[config.mk]
export PLATFORM = sky130hd
export DESIGN_NAME = usb_rx_dma_susp_ctrl
export DESIGN_NICKNAME = d
export VERILOG_FILES = /design/src/design/usb_rx_susp_pkg.sv /design/src/design/usb_bus_power_seq.sv /design/src/design/usb_rx_dma_susp_ctrl.sv
export SDC_FILE = /design/constraint.sdc
export NUM_CORES = 1
export LEC_CHECK = 0
export BUFFER_PORTS_ARGS = -buffer_cell sky130_fd_sc_hd__buf_2
export CAP_MARGIN = 15
export CORE_ASPECT_RATIO = 0.7
export CORE_UTILIZATION = 50
export DETAILED_ROUTE_END_ITERATION = 10
export GPL_ROUTABILITY_DRIVEN = 0
export HOLD_SLACK_MARGIN = 0.1
export PLACE_DENSITY = 0.81
export SLEW_MARGIN = 20
export SYNTH_ARGS = -nofsm -noshare
export SYNTH_HDL_FRONTEND = slang
export SYNTH_SLANG_ARGS = --single-unit
[constraint.sdc]
create_clock -name MCLK -period 4 [get_ports MCLK]
set_clock_uncertainty 0.1 [all_clocks]
set_input_delay 0.6 -clock MCLK [delete_from_list [all_inputs] [get_ports MCLK]]
set_output_delay 0.6 -clock MCLK [all_outputs]
set_load 0.02 [all_outputs]
[src/design/usb_rx_susp_pkg.sv]
package usb_rx_susp_pkg;
    // register offsets (byte addresses)
    localparam logic [4:0] OFS_POWER   = 5'h00;
    localparam logic [4:0] OFS_RX_CSR  = 5'h04;
    localparam logic [4:0] OFS_DMA_CTL = 5'h08;
    localparam logic [4:0] OFS_DMA_CNT = 5'h0c;
    localparam logic [4:0] OFS_IRQ_ST  = 5'h10;
    localparam logic [4:0] OFS_IRQ_EN  = 5'h14;
    localparam logic [4:0] OFS_IRQ_CLR = 5'h18;
    // power register fields
    localparam int PWR_HOST    = 0;
    localparam int PWR_SUSPEND = 1;
    localparam int PWR_RESUME  = 2;
    localparam int PWR_RESET   = 3;
    localparam int PWR_STATE   = 4;
    // receive control/status fields
    localparam int RX_READY    = 0;
    localparam int RX_SHORT    = 1;
    localparam int RX_REQ_MODE = 3;
    localparam int RX_REQ_EN   = 5;
    // dma channel control fields
    localparam int DMA_EN      = 0;
    localparam int DMA_MODE    = 2;
    // interrupt bits
    localparam int IRQ_N       = 5;
    localparam int IRQ_RX      = 0;
    localparam int IRQ_DMA     = 1;
    localparam int IRQ_BUS_RST = 2;
    localparam int IRQ_RESUMED = 3;
    localparam int IRQ_RST_END = 4;
    // reset values
    localparam logic [15:0]      DMA_CNT_RST = 16'h0000;
    localparam logic [IRQ_N-1:0] IRQ_RST     = 5'h00;
    // timing
    localparam int CLK_MHZ        = 100;
    localparam int RESUME_TIME_US = 20;
    localparam int RESET_TIME_US  = 50;
    localparam int SE0_DET_NS     = 2500;
    localparam int RESUME_CYC     = RESUME_TIME_US * CLK_MHZ;
    localparam int RESET_CYC      = RESET_TIME_US * CLK_MHZ;
    localparam int SE0_DET_CYC    = (SE0_DET_NS * CLK_MHZ + 999) / 1000;
    // bus power states, gray except for resuming to active and suspended to resetting
    typedef enum logic [1:0] {
        BUS_ACTIVE    = 2'b00,
        BUS_SUSPENDED = 2'b01,
        BUS_RESUMING  = 2'b11,
        BUS_RESETTING = 2'b10
    } bus_state_t;
endpackage

[src/design/usb_bus_power_seq.sv]
`timescale 1ns/1ns
module usb_bus_power_seq
    import usb_rx_susp_pkg::*;
#(
    parameter int unsigned RESUME_LEN = RESUME_CYC,
    parameter int unsigned RESET_LEN  = RESET_CYC
) (
    input  wire logic clk,
    input  wire logic rst_n,
    input  wire logic ce,
    input  wire logic host_role,
    input  wire logic suspend_req,
    input  wire logic resume_cmd,
    input  wire logic reset_cmd,
    input  wire logic se0,
    output bus_state_t state,
    output logic       ev_bus_reset,
    output logic       ev_resumed,
    output logic       ev_reset_end
);
    typedef struct packed {
        bus_state_t  st;
        logic [31:0] cnt;
        logic [11:0] se0_cnt;
        logic        ev_bus_reset;
        logic        ev_resumed;
        logic        ev_reset_end;
    } seq_t;

    seq_t s_reg, s_next;
    localparam logic [11:0] SE0_LAST = 12'(SE0_DET_CYC - 1);

    // next-state: both roles suspend on request, host drives resume/reset, peripheral watches for se0
    always_comb begin
        s_next = s_reg;
        s_next.ev_bus_reset = 1'b0;
        s_next.ev_resumed = 1'b0;
        s_next.ev_reset_end = 1'b0;
        s_next.se0_cnt = se0 ? ((s_reg.se0_cnt == SE0_LAST) ? s_reg.se0_cnt : s_reg.se0_cnt + 12'h001) : 12'h000;
        case (s_reg.st)
            BUS_ACTIVE: begin
                if (host_role && reset_cmd) begin
                    s_next.st = BUS_RESETTING;
                    s_next.cnt = 32'h0;
                end else if (suspend_req && !s_reg.ev_bus_reset) begin
                    // one cycle of grace after a bus reset, so the cleared request lands first
                    s_next.st = BUS_SUSPENDED;
                end
            end
            BUS_SUSPENDED: begin
                // reset leaves suspend directly; no resume needed first
                if (host_role && reset_cmd) begin
                    s_next.st = BUS_RESETTING;
                    s_next.cnt = 32'h0;
                end else if (host_role && resume_cmd) begin
                    s_next.st = BUS_RESUMING;
                    s_next.cnt = 32'h0;
                end else if (!host_role && !suspend_req) begin
                    s_next.st = BUS_ACTIVE;
                end
            end
            BUS_RESUMING: begin
                s_next.cnt = s_reg.cnt + 32'h1;
                if (s_reg.cnt == RESUME_LEN - 1) begin
                    s_next.st = BUS_ACTIVE;
                    s_next.ev_resumed = 1'b1;
                end
            end
            BUS_RESETTING: begin
                s_next.cnt = s_reg.cnt + 32'h1;
                if (s_reg.cnt == RESET_LEN - 1) begin
                    s_next.st = BUS_ACTIVE;
                    s_next.ev_reset_end = 1'b1;
                end
            end
            default: s_next.st = BUS_ACTIVE;
        endcase
        // peripheral: long se0 is a bus reset, also straight out of suspend
        if (!host_role && se0 && s_reg.se0_cnt == SE0_LAST - 12'h001) begin
            s_next.st = BUS_ACTIVE;
            s_next.ev_bus_reset = 1'b1;
        end
    end

    // state register, frozen while ce is low
    always_ff @(posedge clk or negedge rst_n) begin
        if (!rst_n) begin
            s_reg <= '{st: BUS_ACTIVE, cnt: 32'h0, se0_cnt: 12'h000, default: 1'b0};
        end else if (ce) begin
            s_reg <= s_next;
        end
    end

    assign state        = s_reg.st;
    assign ev_bus_reset = s_reg.ev_bus_reset;
    assign ev_resumed   = s_reg.ev_resumed;
    assign ev_reset_end = s_reg.ev_reset_end;
endmodule

[src/design/usb_rx_dma_susp_ctrl.sv]
// The Avalon-MM interface to the registers and the placing of the registers are this design's own decisions.
`timescale 1ns/1ns
module usb_rx_dma_susp_ctrl
    import usb_rx_susp_pkg::*;
#(
    parameter int unsigned RESUME_LEN = RESUME_CYC,
    parameter int unsigned RESET_LEN  = RESET_CYC
) (
    input  wire logic        MCLK,
    input  wire logic        RST_N,
    input  wire logic        CE,
    input  wire logic [4:0]  AVS_ADDRESS,
    input  wire logic        AVS_READ,
    input  wire logic        AVS_WRITE,
    input  wire logic [31:0] AVS_WRITEDATA,
    input  wire logic [3:0]  AVS_BYTEENABLE,
    output logic      [31:0] AVS_READDATA,
    output logic             AVS_WAITREQUEST,
    output logic             IRQ,
    input  wire logic        RX_PKT_DONE,
    input  wire logic        RX_PKT_SHORT,
    output logic             DMA_REQ,
    input  wire logic        DMA_ACK,
    input  wire logic        LINE_SE0,
    output logic             BUS_SUSPEND,
    output logic             BUS_RESUME,
    output logic             BUS_RESET
);
    typedef struct packed {
        logic             ack;
        logic [31:0]      rdata;
        logic             host;
        logic             suspend;
        logic             req_en;
        logic             req_mode;
        logic             rx_ready;
        logic             rx_short;
        logic             ch_en;
        logic             mode1;
        logic [15:0]      count;
        logic [IRQ_N-1:0] irq_st;
        logic [IRQ_N-1:0] irq_en;
        logic             se0_s1;
        logic             se0_s2;
    } ctl_t;

    ctl_t r_reg, r_next;
    bus_state_t bus_state;
    logic ev_bus_reset;
    logic ev_resumed;
    logic ev_reset_end;
    logic wr_go;
    logic resume_cmd;
    logic reset_cmd;
    logic auto_unload;
    logic dma_beat;
    logic [IRQ_N-1:0] irq_set;

    // true when the request targets the given register
    function automatic logic hit(input logic [4:0] addr, input logic [4:0] ofs);
        return addr == ofs;
    endfunction

    // byte-lane merge of a write into a stored word
    function automatic logic [31:0] merge(input logic [31:0] old, input logic [31:0] wd, input logic [3:0] be);
        logic [31:0] res;
        res = old;
        for (int i = 0; i < 4; i++) begin
            if (be[i]) begin
                res[i*8 +: 8] = wd[i*8 +: 8];
            end
        end
        return res;
    endfunction

    // one wait state per access; a frozen clock enable keeps the master waiting
    assign AVS_WAITREQUEST = (AVS_READ | AVS_WRITE) & ~(r_reg.ack & CE);
    assign wr_go = AVS_WRITE & r_reg.ack;
    assign AVS_READDATA = r_reg.rdata;

    // command pulses for the bus sequencer
    assign resume_cmd = wr_go && hit(AVS_ADDRESS, OFS_POWER) && AVS_BYTEENABLE[0] && AVS_WRITEDATA[PWR_RESUME];
    assign reset_cmd  = wr_go && hit(AVS_ADDRESS, OFS_POWER) && AVS_BYTEENABLE[0] && AVS_WRITEDATA[PWR_RESET];

    // full packet in dma mode 1 is unloaded without software; short one is not
    assign auto_unload = r_reg.mode1 & r_reg.ch_en & r_reg.req_en & r_reg.req_mode;
    assign DMA_REQ = r_reg.ch_en & r_reg.req_en & r_reg.rx_ready & (r_reg.count != 16'h0000)
                     & (~r_reg.mode1 | ~r_reg.rx_short);
    assign dma_beat = DMA_REQ & DMA_ACK;

    // interrupt events, one per cause
    always_comb begin
        irq_set = '0;
        // at most one rx event per packet, none for a full auto-unloaded one, never from a mode write
        irq_set[IRQ_RX] = RX_PKT_DONE & (RX_PKT_SHORT | ~auto_unload);
        irq_set[IRQ_DMA] = dma_beat & (r_reg.count == 16'h0001);
        irq_set[IRQ_BUS_RST] = ev_bus_reset;
        irq_set[IRQ_RESUMED] = ev_resumed;
        irq_set[IRQ_RST_END] = ev_reset_end;
    end

    // register file and receive bookkeeping
    always_comb begin
        logic [31:0] pw;
        logic [31:0] rx;
        logic [31:0] dc;
        pw = '0;
        rx = '0;
        dc = '0;
        r_next = r_reg;
        r_next.ack = (AVS_READ | AVS_WRITE) & ~r_reg.ack;
        r_next.se0_s1 = LINE_SE0;
        r_next.se0_s2 = r_reg.se0_s1;
        // read data captured in the wait cycle, stands at the answer edge
        if (AVS_READ && !r_reg.ack) begin
            r_next.rdata = 32'h0;
            if (hit(AVS_ADDRESS, OFS_POWER)) begin
                r_next.rdata[PWR_HOST] = r_reg.host;
                r_next.rdata[PWR_SUSPEND] = r_reg.suspend;
                r_next.rdata[PWR_STATE +: 2] = bus_state;
            end
            if (hit(AVS_ADDRESS, OFS_RX_CSR)) begin
                r_next.rdata[RX_READY] = r_reg.rx_ready;
                r_next.rdata[RX_SHORT] = r_reg.rx_short;
                r_next.rdata[RX_REQ_MODE] = r_reg.req_mode;
                r_next.rdata[RX_REQ_EN] = r_reg.req_en;
            end
            if (hit(AVS_ADDRESS, OFS_DMA_CTL)) begin
                r_next.rdata[DMA_EN] = r_reg.ch_en;
                r_next.rdata[DMA_MODE] = r_reg.mode1;
            end
            if (hit(AVS_ADDRESS, OFS_DMA_CNT)) begin
                r_next.rdata[15:0] = r_reg.count;
            end
            if (hit(AVS_ADDRESS, OFS_IRQ_ST)) begin
                r_next.rdata[IRQ_N-1:0] = r_reg.irq_st;
            end
            if (hit(AVS_ADDRESS, OFS_IRQ_EN)) begin
                r_next.rdata[IRQ_N-1:0] = r_reg.irq_en;
            end
        end
        // software writes, byte lanes honoured except for the irq enable and clear registers
        if (wr_go) begin
            pw = merge({28'h0, 1'b0, 1'b0, r_reg.suspend, r_reg.host}, AVS_WRITEDATA, AVS_BYTEENABLE);
            rx = merge({26'h0, r_reg.req_en, 1'b0, r_reg.req_mode, 2'b00, r_reg.rx_ready},
                       AVS_WRITEDATA, AVS_BYTEENABLE);
            dc = merge({29'h0, r_reg.mode1, 1'b0, r_reg.ch_en}, AVS_WRITEDATA, AVS_BYTEENABLE);
            if (hit(AVS_ADDRESS, OFS_POWER)) begin
                r_next.host = pw[PWR_HOST];
                r_next.suspend = pw[PWR_SUSPEND];
            end
            if (hit(AVS_ADDRESS, OFS_RX_CSR)) begin
                // software can only clear ready, never set it; request bits kept by the driver
                r_next.rx_ready = r_reg.rx_ready & rx[RX_READY];
                r_next.req_mode = rx[RX_REQ_MODE];
                r_next.req_en = rx[RX_REQ_EN];
            end
            if (hit(AVS_ADDRESS, OFS_DMA_CTL)) begin
                r_next.ch_en = dc[DMA_EN];
                r_next.mode1 = dc[DMA_MODE];
            end
            if (hit(AVS_ADDRESS, OFS_DMA_CNT)) begin
                r_next.count = 16'(merge({16'h0, r_reg.count}, AVS_WRITEDATA, AVS_BYTEENABLE));
            end
            if (hit(AVS_ADDRESS, OFS_IRQ_EN)) begin
                r_next.irq_en = AVS_WRITEDATA[IRQ_N-1:0];
            end
            if (hit(AVS_ADDRESS, OFS_IRQ_CLR)) begin
                r_next.irq_st = r_reg.irq_st & ~AVS_WRITEDATA[IRQ_N-1:0];
            end
        end
        // a resume or reset command, or a bus reset seen, ends the suspend request
        if (resume_cmd || reset_cmd || ev_bus_reset) begin
            r_next.suspend = 1'b0;
        end
        // dma beats count down; full mode-1 packet frees the fifo itself
        if (dma_beat) begin
            r_next.count = r_reg.count - 16'h0001;
            if (r_reg.count == 16'h0001 && r_reg.mode1 && !r_reg.rx_short) begin
                r_next.rx_ready = 1'b0;
            end
        end
        // packet arrival wins over a clear in the same cycle
        if (RX_PKT_DONE) begin
            r_next.rx_ready = 1'b1;
            r_next.rx_short = RX_PKT_SHORT;
        end
        r_next.irq_st = r_next.irq_st | irq_set;
    end

    always_ff @(posedge MCLK or negedge RST_N) begin
        if (!RST_N) begin
            r_reg <= '{count: DMA_CNT_RST, irq_st: IRQ_RST, irq_en: IRQ_RST, rdata: 32'h0, default: 1'b0};
        end else if (CE) begin
            r_reg <= r_next;
        end
    end

    // suspend, resume and reset sequencing of the bus
    usb_bus_power_seq #(
        .RESUME_LEN (RESUME_LEN),
        .RESET_LEN  (RESET_LEN)
    ) u_seq (
        .clk          (MCLK),
        .rst_n        (RST_N),
        .ce           (CE),
        .host_role    (r_reg.host),
        .suspend_req  (r_reg.suspend),
        .resume_cmd   (resume_cmd & CE),
        .reset_cmd    (reset_cmd & CE),
        .se0          (r_reg.se0_s2),
        .state        (bus_state),
        .ev_bus_reset (ev_bus_reset),
        .ev_resumed   (ev_resumed),
        .ev_reset_end (ev_reset_end)
    );

    // resume and reset drive only in host role, suspend in both roles; state decode comes straight from flops
    assign BUS_SUSPEND = bus_state == BUS_SUSPENDED;
    assign BUS_RESUME  = r_reg.host && bus_state == BUS_RESUMING;
    assign BUS_RESET   = r_reg.host && bus_state == BUS_RESETTING;
    assign IRQ = |(r_reg.irq_st & r_reg.irq_en);
endmodule

# --- Word-level counts from Yosys, hierarchy flattened ---
# Cells that the tools add are included.
op_classes:
  n_addsub: 3
  n_eq_ne: 22
  mux: 45
  bitwise: 29
  reduce_logical: 45
ops:
  columns: ["cell", "n"]
  rows:
  - ["one-hot mux 34 bit (4 select lines)", 1]
  - ["2-to-1 mux 32 bit", 2]
  - ["2-to-1 mux 16 bit", 3]
  - ["2-to-1 mux 34 bit", 1]
  - ["adder 32 x 1 -> 32 bit (second input constant)", 1]
  - ["equality test 32 x 11 -> 1 bit (second input constant)", 1]
  - ["equality test 32 x 13 -> 1 bit (second input constant)", 1]
  - ["2-to-1 mux 26 bit", 1]
  - ["equality test 12 x 8 -> 1 bit (second input constant)", 2]
  - ["2-to-1 mux 12 bit", 2]
  - ["2-to-1 mux 2 bit", 12]
  - ["AND reduction 4 bit", 6]
  - ["2-to-1 mux 5 bit", 4]
  - ["AND 1 bit", 17]
  - ["equality test 16 x 1 -> 1 bit (second input constant)", 1]
  - ["2-to-1 mux 8 bit", 2]
  - ["nonzero test 16 bit", 1]
  - ["subtractor 16 x 1 -> 16 bit (second input constant)", 1]
  - ["equality test 5 bit (second input constant)", 3]
  - ["logical AND 1 bit", 15]
  - ["nonzero test 2 bit", 7]
  - ["2-to-1 mux 1 bit", 13]
  - ["adder 12 x 1 -> 12 bit (second input constant)", 1]
  - ["2-to-1 mux 6 bit", 2]
  - ["24 further kinds", 44]
totals:
  ff_bits: 102
  out_inout_bits: 38
  wordCells: 166

# --- Logic depth before layout (Yosys ltp) ---
# Gate-level depths: netlist of the first run.
depth:
  ltp_word: 10
  ltp_mapped: 9
  mapped_depth_nobuf: 7

# --- Modules after synthesis ---
# Synthesis of the first run repeated with hierarchy kept, for this count alone.
hier_totals:
  hier_cells: 660
  area_unflattened_um2: 6055.8
by_module_without_submodules:
  columns: ["mod", "n_inst", "cells_per_inst", "area_each_um2", "seq_area_each_um2"]
  rows:
  - ["usb_rx_dma_susp_ctrl", 1, 364, 3368.2, 1326.3]
  - ["usb_bus_power_seq", 1, 296, 2687.6, 1226.2]

# --- Worst setup path after synthesis of the first run ---
# Ideal clock, no wire load.
synth_timing:
  kind: "input port to flip-flop"
  from: "input AVS_ADDRESS[1]"
  to: "register u_seq.s_reg[44] (netlist bit)"
  setup_time_ps: 69
  arrival_time_ps: 2311
  slack_ps: 1520
  stages: 7
  path_buffers: 2
  path_cell_list: "or4b_1 -> buf_2 -> nor3_4 -> a31oi_1 -> buf_6 -> or4_1 -> nand3_1"
synth_between:
  elab_chain_cells: 8
  word_cells_on_any_way: 14
  cone_classes: "eq/ne: 2; mux: 2; bitwise: 2; reduce/logical: 8"
synth_lines:
  columns: ["item", "line", "text"]
  rows:
  - ["from (decl)", "usb_rx_dma_susp_ctrl.sv:12", "input wire logic [4:0] AVS_ADDRESS,"]
  - ["logical NOT 5 bit *", "usb_rx_dma_susp_ctrl.sv:61", "return addr == ofs;"]
  - ["logical AND 1 bit * (2 in a row)", "usb_rx_dma_susp_ctrl.sv:82, usb_rx_dma_susp_ctrl.sv:83", null]
  - ["logical AND 1 bit, on equally long branches", "usb_rx_dma_susp_ctrl.sv:83, usb_rx_dma_susp_ctrl.sv:82", null]
  - ["AND 1 bit, on equally long branches", "usb_rx_dma_susp_ctrl.sv:210, usb_rx_dma_susp_ctrl.sv:209", null]
  - ["logical AND 1 bit, on equally long branches", "usb_bus_power_seq.sv:42, usb_bus_power_seq.sv:52, usb_bus_power_seq.sv:55", null]
  - ["2-to-1 mux 34 bit, or another cell as far along", "usb_bus_power_seq.sv:52", "if (host_role && reset_cmd) begin"]
  - ["one-hot mux 34 bit (4 select lines) or AND reduction 3 bit (tied branches)", null, null]
  - ["to (signal assigned)", "usb_bus_power_seq.sv:90", "s_reg <= s_next;"]
  - ["to (decl)", "usb_bus_power_seq.sv:30", "seq_t s_reg, s_next;"]
# Mark *: on every way between the ends. The rest lies on a longest branch, timed or not.
# A chain may end at the register's enable or synchronous reset.

# --- Worst setup path after layout of the first run ---
layout_timing:
  from: "register r_reg[14] (netlist bit)"
  to: "register r_reg[14] (netlist bit)"
layout_between:
  elab_chain_cells: 6
  word_cells_on_any_way: 10
  cone_classes: "add/sub: 1; mux: 1; bitwise: 3; reduce/logical: 5"
layout_lines:
  columns: ["item", "line", "text"]
  rows:
  - ["from (decl)", "usb_rx_dma_susp_ctrl.sv:47", "ctl_t r_reg, r_next;"]
  - ["from (signal assigned)", "usb_rx_dma_susp_ctrl.sv:195", "r_reg <= r_next;"]
  - ["nonzero test 16 bit", "usb_rx_dma_susp_ctrl.sv:87", "assign DMA_REQ = r_reg.ch_en & r_reg.req_en & r_reg.rx_ready & (r_reg.count != 16'h0000)"]
  - ["AND 1 bit", "usb_rx_dma_susp_ctrl.sv:87", null]
  - ["AND 1 bit", "usb_rx_dma_susp_ctrl.sv:88", "& (~r_reg.mode1 | ~r_reg.rx_short);"]
  - ["AND 1 bit", "usb_rx_dma_susp_ctrl.sv:89", "assign dma_beat = DMA_REQ & DMA_ACK;"]
  - ["nonzero test 2 bit (no line)", null, null]
  - ["AND reduction 4 bit (no line)", null, null]
# Parallel ways exist; a longest one is shown, timed or not.

==> flow_summary.json, run 1 <==
{
  "post_cts_buffers": 0,
  "core_mm2": 0.0119,
  "cts_inserted_buffers": 9,
  "yosysTopAreaCellShare": 0.408,
  "power.static_leakage_nw": 2.86,
  "path_cells": "nor4_4, and4b_1, a21o_1, buf_4, o22ai_1, a22o_1",
  "fp.dieH_um": 95.6,
  "synth_area_leaders": "dfrtp_1, nand2_1, o21ai_0, buf_4, nand3_1",
  "pre_cts_slack_ns": 0.922,
  "slowest_delay_ns": 0.60,
  "cts_hold_buf": 0,
  "cts_root_buf": "clkbuf_16",
  "drt_iter0_drc": 790,
  "clk-insertion-delay-late_ns": 0.35,
  "crit_type": "register to register",
  "drt-total-wl_um": 16700,
  "yosys-top-cells-count": "dfrtp_1, nand2_1, o21ai_0, nand3_1, nor2_1",
  "avgSynthCellArea_um2": 8.82,
  "final_nets": 784,
  "maxSlewViolCount": 0,
  "grt_setup_unrepaired": "no",
  "grt_pass1_vias": 5269,
  "synth_cell_types": 67,
  "r2r-end": "r_reg[14]",
  "n_antenna_cell": 0,
  "slew_headroom": 0.288,
  "syn_inst": 710,
  "dp_hpwl_um": 11800,
  "synth_xor_area_frac": 0.00839,
  "seq_area_frac_synth": 0.408,
  "synth-edff-count": 0,
  "cp.arrival_ns": 3.14,
  "finalSetupViolCount": 0,
  "cts-htree-levels": 3,
  "fmax_ghz": 0.333,
  "yosys_warnings": 0,
  "grt_overflow": 0,
  "ys_seq_elements": 102,
  "synthToLayoutAreaGrowth_pct": 8.07,
  "drv_cap": 0,
  "grt_usage": 0.275,
  "worstReg2RegStart": "r_reg[14]",
  "critPathMaxFanout": 20,
  "ctsResizeCount": 0,
  "drc_errors": 0,
  "io_pins": 88,
  "powerDensity_mw_per_mm2": 410,
  "cts.path.max_buffers": 2,
  "synthArstFlopShare": 1.00,
  "worstPathRequired_ns": 4.13,
  "grt_pass1_wl_um": 27700,
  "synth_area_mm2": 0.00626,
  "hold_class": "primary input to asynchronous set/reset pin",
  "max_slew.worst_pin.slew_ns": 1.07,
  "cp-startpoint": "r_reg[14]",
  "tns_ns": 0,
  "first_pass_iters": 6,
  "finalHoldViolCount": 0,
  "synth_compound_area_frac": 0.186,
  "synthSimpleGateAreaFrac": 0.258,
  "cp-end-kind": "register",
  "cp.depth": 6,
  "floorplan.initialDensity": 0.525,
  "largest_reg_flops": 44,
  "endpoint": "r_reg[14]",
  "start_kind": "register",
  "die_area_mm2": 0.0130,
  "grt_max_degree": 73,
  "chipWidth_um": 136,
  "viasPerCell": 6.50,
  "crit_buf_inv": 1,
  "path_delay_family": "simple AND/OR/NAND/NOR gates",
  "antenna_found_initial": 0,
  "slowest_stage": "a21o_1",
  "numPortBuffers": 53,
  "synthAdderAreaFrac": 0.0140,
  "ys.flop_type": "dfrtp_1",
  "fin_crit_ns": 3.00,
  "antenna_left": 0,
  "cts_sinks": 102,
  "setup_slack_ns": 0.996,
  "fp-row-count": 33,
  "yosysMostFrequentCell": "dfrtp_1",
  "peakVddDrop_uv": 253,
  "avgRoutedWirePerCell_um": 18.7,
  "clkTransAtPathRegs_ns": 0.07,
  "r2r_slack_ns": 1.0,
  "cts_tree": "done",
  "outcome": "complete, no violations",
  "reg2reg_depth": 6,
  "layout_worst_path_cycle_share": 0.751,
  "via_count": 5775,
  "layout-drive-gt1-share": 0.149,
  "synthMuxAreaShare": 0.0474,
  "synth_area_leader_cell": "dfrtp_1",
  "synth_top_family_by_area": "simple AND/OR/NAND/NOR gates"
}
per-layer routing:
metal	vias to the layer above	share of wire	global-route usage
met5	-	0	0
met4	0	0.017	0.0730
met3	48	0.11	0.0819
met2	339	0.42	0.395
met1	2754	0.44	0.400
li1	2634	-	-
logic make-up after synthesis:
family / count (synthesis)
compound gates: 172
xor+xnor: 6
fa+ha+maj: 7
buf+inv: 91
flops: 102
mux: 26
other cells: 1
simple gates: 305
worst min path at each step:
stage,slack (ns),startpoint,end,depth (start not counted)
after global routing,0.36,RST_N,r_reg[25],1
after global placement,0.36,AVS_READDATA[11],AVS_READDATA[11],2
final,0.29,RST_N,r_reg[25],1
after CTS,0.33,RST_N,r_reg[20],1
after detailed placement,0.37,AVS_READDATA[5],AVS_READDATA[5],2
after floorplan,0.20,RST_N,AVS_READDATA[0],0
stage by stage:
stage | hold slack [ns] | utilization | instances | instance area (um2) | total power [mW]
6_report | 0.288 | 0.567 | 889 | 6770 | 2.77
5_1_grt | 0.360 | 0.567 | 889 | 6770 | 2.93
4_1_cts | 0.330 | 0.565 | 888 | 6740 | 2.76
3_5_place_dp | 0.366 | 0.541 | 872 | 6450 | 1.91
3_3_place_gp | 0.356 | 0.540 | 872 | 6450 | 1.87
2_1_floorplan | 0.204 | - | 725 | 6320 | 1.72
worst reg2reg max path, cell delays in order, from the launching register on:
cell and delay (ns):
dfrtp_1 0.52, nor4_4 0.54, and4b_1 0.48, a21o_1 0.60, buf_4 0.29, o22ai_1 0.09, a22o_1 0.27
report_power, final:
part	internal (mW)	switching (mW)	leakage, nW
combinational	0.243	0.415	1.39
sequential	1.13	0.138	1.35
clock	0.457	0.385	0.131
total	1.83	0.938	2.86
placed cells by master (no fill, tap or decap), types with 6 or more instances in the layout:
cell and instances:
and3_1 17, buf_4 10, o22ai_1 10, or4_1 8, and4_1 6, mux2_2 19
nor2_1 41, nor3_1 19, ha_1 7, nand4_1 18, dfrtp_1 102, a22o_1 10
a211o_1 6, mux2i_1 6, nand2b_1 6, o211ai_1 7, a21oi_1 19, buf_2 52
and2_1 13, or3_1 7, nor4_1 20, o31ai_1 9, conb_1 16, nand2_1 83
nand3_1 46, o21ai_0 56, a31oi_1 6, inv_1 19, clkbuf_16 9, xnor2_1 6
final cells by class:
cell class / instances / area (um2)
Timing Repair Buffer: 63 / 363
Fill cell: 1037 / 5160
Clock inverter: 4 / 31.3
Inverter: 19 / 71.3
Clock buffer: 12 / 256
Sequential cell: 102 / 2550
Multi-Input combinational cell: 532 / 3300
Tap cell: 157 / 196
Power figures use the tool's default switching activity.
==> run 2, diff against run 1 <==
--- a/config.mk
+++ b/config.mk
@@ -12,7 +12,7 @@
 export DETAILED_ROUTE_END_ITERATION = 10
 export GPL_ROUTABILITY_DRIVEN = 0
 export HOLD_SLACK_MARGIN = 0.1
-export PLACE_DENSITY = 0.81
+export PLACE_DENSITY = 0.84
 export SLEW_MARGIN = 20
 export SYNTH_ARGS = -nofsm -noshare
 export SYNTH_HDL_FRONTEND = slang
==> constraint.sdc (replaced) <==
create_clock -name MCLK -period 2.6 [get_ports MCLK]
set_clock_uncertainty 0.1 [all_clocks]
set_input_delay 0.39 -clock MCLK [delete_from_list [all_inputs] [get_ports MCLK]]
set_output_delay 0.39 -clock MCLK [all_outputs]
set_load 0.02 [all_outputs]
==> run 2 against run 1 <==
Against the previous run: register-to-register slack worse by 0.97 ns; power is 65% higher; global-route usage is 0.12 points higher; die area stayed put; critical endpoint is now r_reg[21]; largest power group unchanged; largest cell class unchanged; clock power is 89% higher; combinational power is 58% higher.
==> flow_summary.json, run 2 (synthesis gave the netlist of run 1 again) <==
{
  "clkTransAtPathRegs_ns": 0.07,
  "numPortBuffers": 53,
  "clk-insertion-delay-late_ns": 0.35,
  "grt_max_degree": 42,
  "antenna_left": 0,
  "stdcell_area_mm2": 0.00705,
  "floorplan.initialDensity": 0.525,
  "slew_headroom": 0.472,
  "grt_setup_unrepaired": "yes",
  "final_cell_mix": "dfrtp_1, nand2_1, o21ai_0, buf_2, nand3_1",
  "grt_overflow": 0,
  "fmax_ghz": 0.389,
  "io_pins": 88,
  "r2r_slack_ns": 0.03,
  "cp-startpoint": "r_reg[15]",
  "cp.arrival_ns": 2.73,
  "fin_util": 0.591,
  "cts.path.max_buffers": 2,
  "p_seq_frac": 0.426,
  "outcome": "complete, no violations",
  "core_mm2": 0.0119,
  "maxSlewViolCount": 0,
  "first_pass_iters": 6,
  "netSwitchingFraction": 0.321,
  "max_slew.worst_pin.slew_ns": 0.773,
  "power.static_leakage_nw": 3.04,
  "layout-drive-gt1-share": 0.181,
  "hold_class": "primary input to register",
  "drc_errors": 0,
  "fp-row-count": 33,
  "cts_root_buf": "clkbuf_16",
  "pwr-share-clk": 0.346,
  "final_nets": 811,
  "dr.max_layer_used": "met4",
  "internal-power_mw": 3.11,
  "crit_type": "register to register",
  "avgRoutedWirePerCell_um": 18.6,
  "cp-end-kind": "register",
  "chipWidth_um": 136,
  "grt_usage": 0.277,
  "dp_hpwl_um": 12400,
  "viasPerCell": 6.44,
  "drt_iter0_drc": 680,
  "worstPathRequired_ns": 2.76,
  "fp.dieH_um": 95.6,
  "drv_cap": 0,
  "final_common_cell": "dfrtp_1",
  "wl_met1_um": 7530,
  "start_kind": "register",
  "antenna_found_initial": 1,
  "dpl_cell_area_mm2": 0.00668,
  "cts_inserted_buffers": 9,
  "synthToLayoutAreaGrowth_pct": 12.5,
  "powerDensity_mw_per_mm2": 650,
  "layout_worst_path_cycle_share": 0.988,
  "whs_ns": 0.170,
  "critPathMaxFanout": 8,
  "grt_pass1_wl_um": 27800,
  "via_count": 5903,
  "finalHoldViolCount": 0,
  "pwr-share-comb": 0.227,
  "largest_reg_flops": 44,
  "cts_tree": "done",
  "fin_crit_ns": 2.57,
  "switching_power_mw": 1.47,
  "worstReg2RegStart": "r_reg[15]",
  "die_area_mm2": 0.0130,
  "n_antenna_cell": 0,
  "peakVddDrop_uv": 433,
  "grt_pass1_vias": 5475,
  "cts_sinks": 102,
  "drt-total-wl_um": 17000,
  "met2_length_um": 7250,
  "finalSetupViolCount": 0,
  "cts-htree-levels": 3,
  "hp-start": "LINE_SE0",
  "met3_length_um": 2000
}
## run 2: layout make-up
cell class              instances  area [um2]
fillers                       969        4890
multi-input cells             532        3300
repair buffers                 90         573
clock buffers                  10         239
flip-flops and latches        102        2550
inverters                      19        71.3
well taps                     157         196
clock inverters                 6         115
## run 2: what timing repair did
item	in CTS	in global routing
resized for setup	0	2
setup endpoints to repair	0	4
setup buffers	0	0
hold endpoints to repair	38	0
hold buffers	1	0
## run 2: path summary, 6_finish.rpt
check / to / cells past startpoint
hold / removal: r_next[0] / 2
min in group asynchronous: r_reg[24] / 2
setup reg to reg: r_reg[21] / 7
hold reg to reg: AVS_READDATA[14] / 2
max in group asynchronous: u_seq.s_reg[13] / 3
setup / recovery: r_reg[21] / 7
## run 2: per-layer routing
metal / GRT usage / vias up
met2: 0.402 / 349
met5: 0 / -
met4: 0.0702 / 0
met3: 0.0883 / 35
li1: - / 2703
met1: 0.395 / 2816
## run 2: critical path: stages (launching register included)
cell       delay [ns]
dfrtp_1          0.44
nor4_4           0.30
buf_4            0.19
nand4_1          0.22
a2111oi_0        0.75
buf_4            0.23
a211oi_1         0.04
a211oi_1         0.20
## run 2: per-stage QoR
stage	power [mW]	worst slack (ns)	std cells	TNS, ns
5_1_grt	4.78	-0.0144	916	-0.0268
3_3_place_gp	2.92	0.145	899	0
6_report	4.58	0.0303	916	0
2_1_floorplan	2.64	0.330	725	0
4_1_cts	4.56	0.0493	916	0
3_5_place_dp	2.98	0.00532	899	0
## run 2: power by group through the flow
stage	Sequential, mW	Clock, mW	Combinational, mW
6_report	1.95	1.59	1.04
5_1_grt	1.97	1.66	1.14
4_1_cts	1.94	1.60	1.02
3_5_place_dp	1.97	0	1.02
3_3_place_gp	1.95	0	0.967
2_1_floorplan	1.91	0	0.740
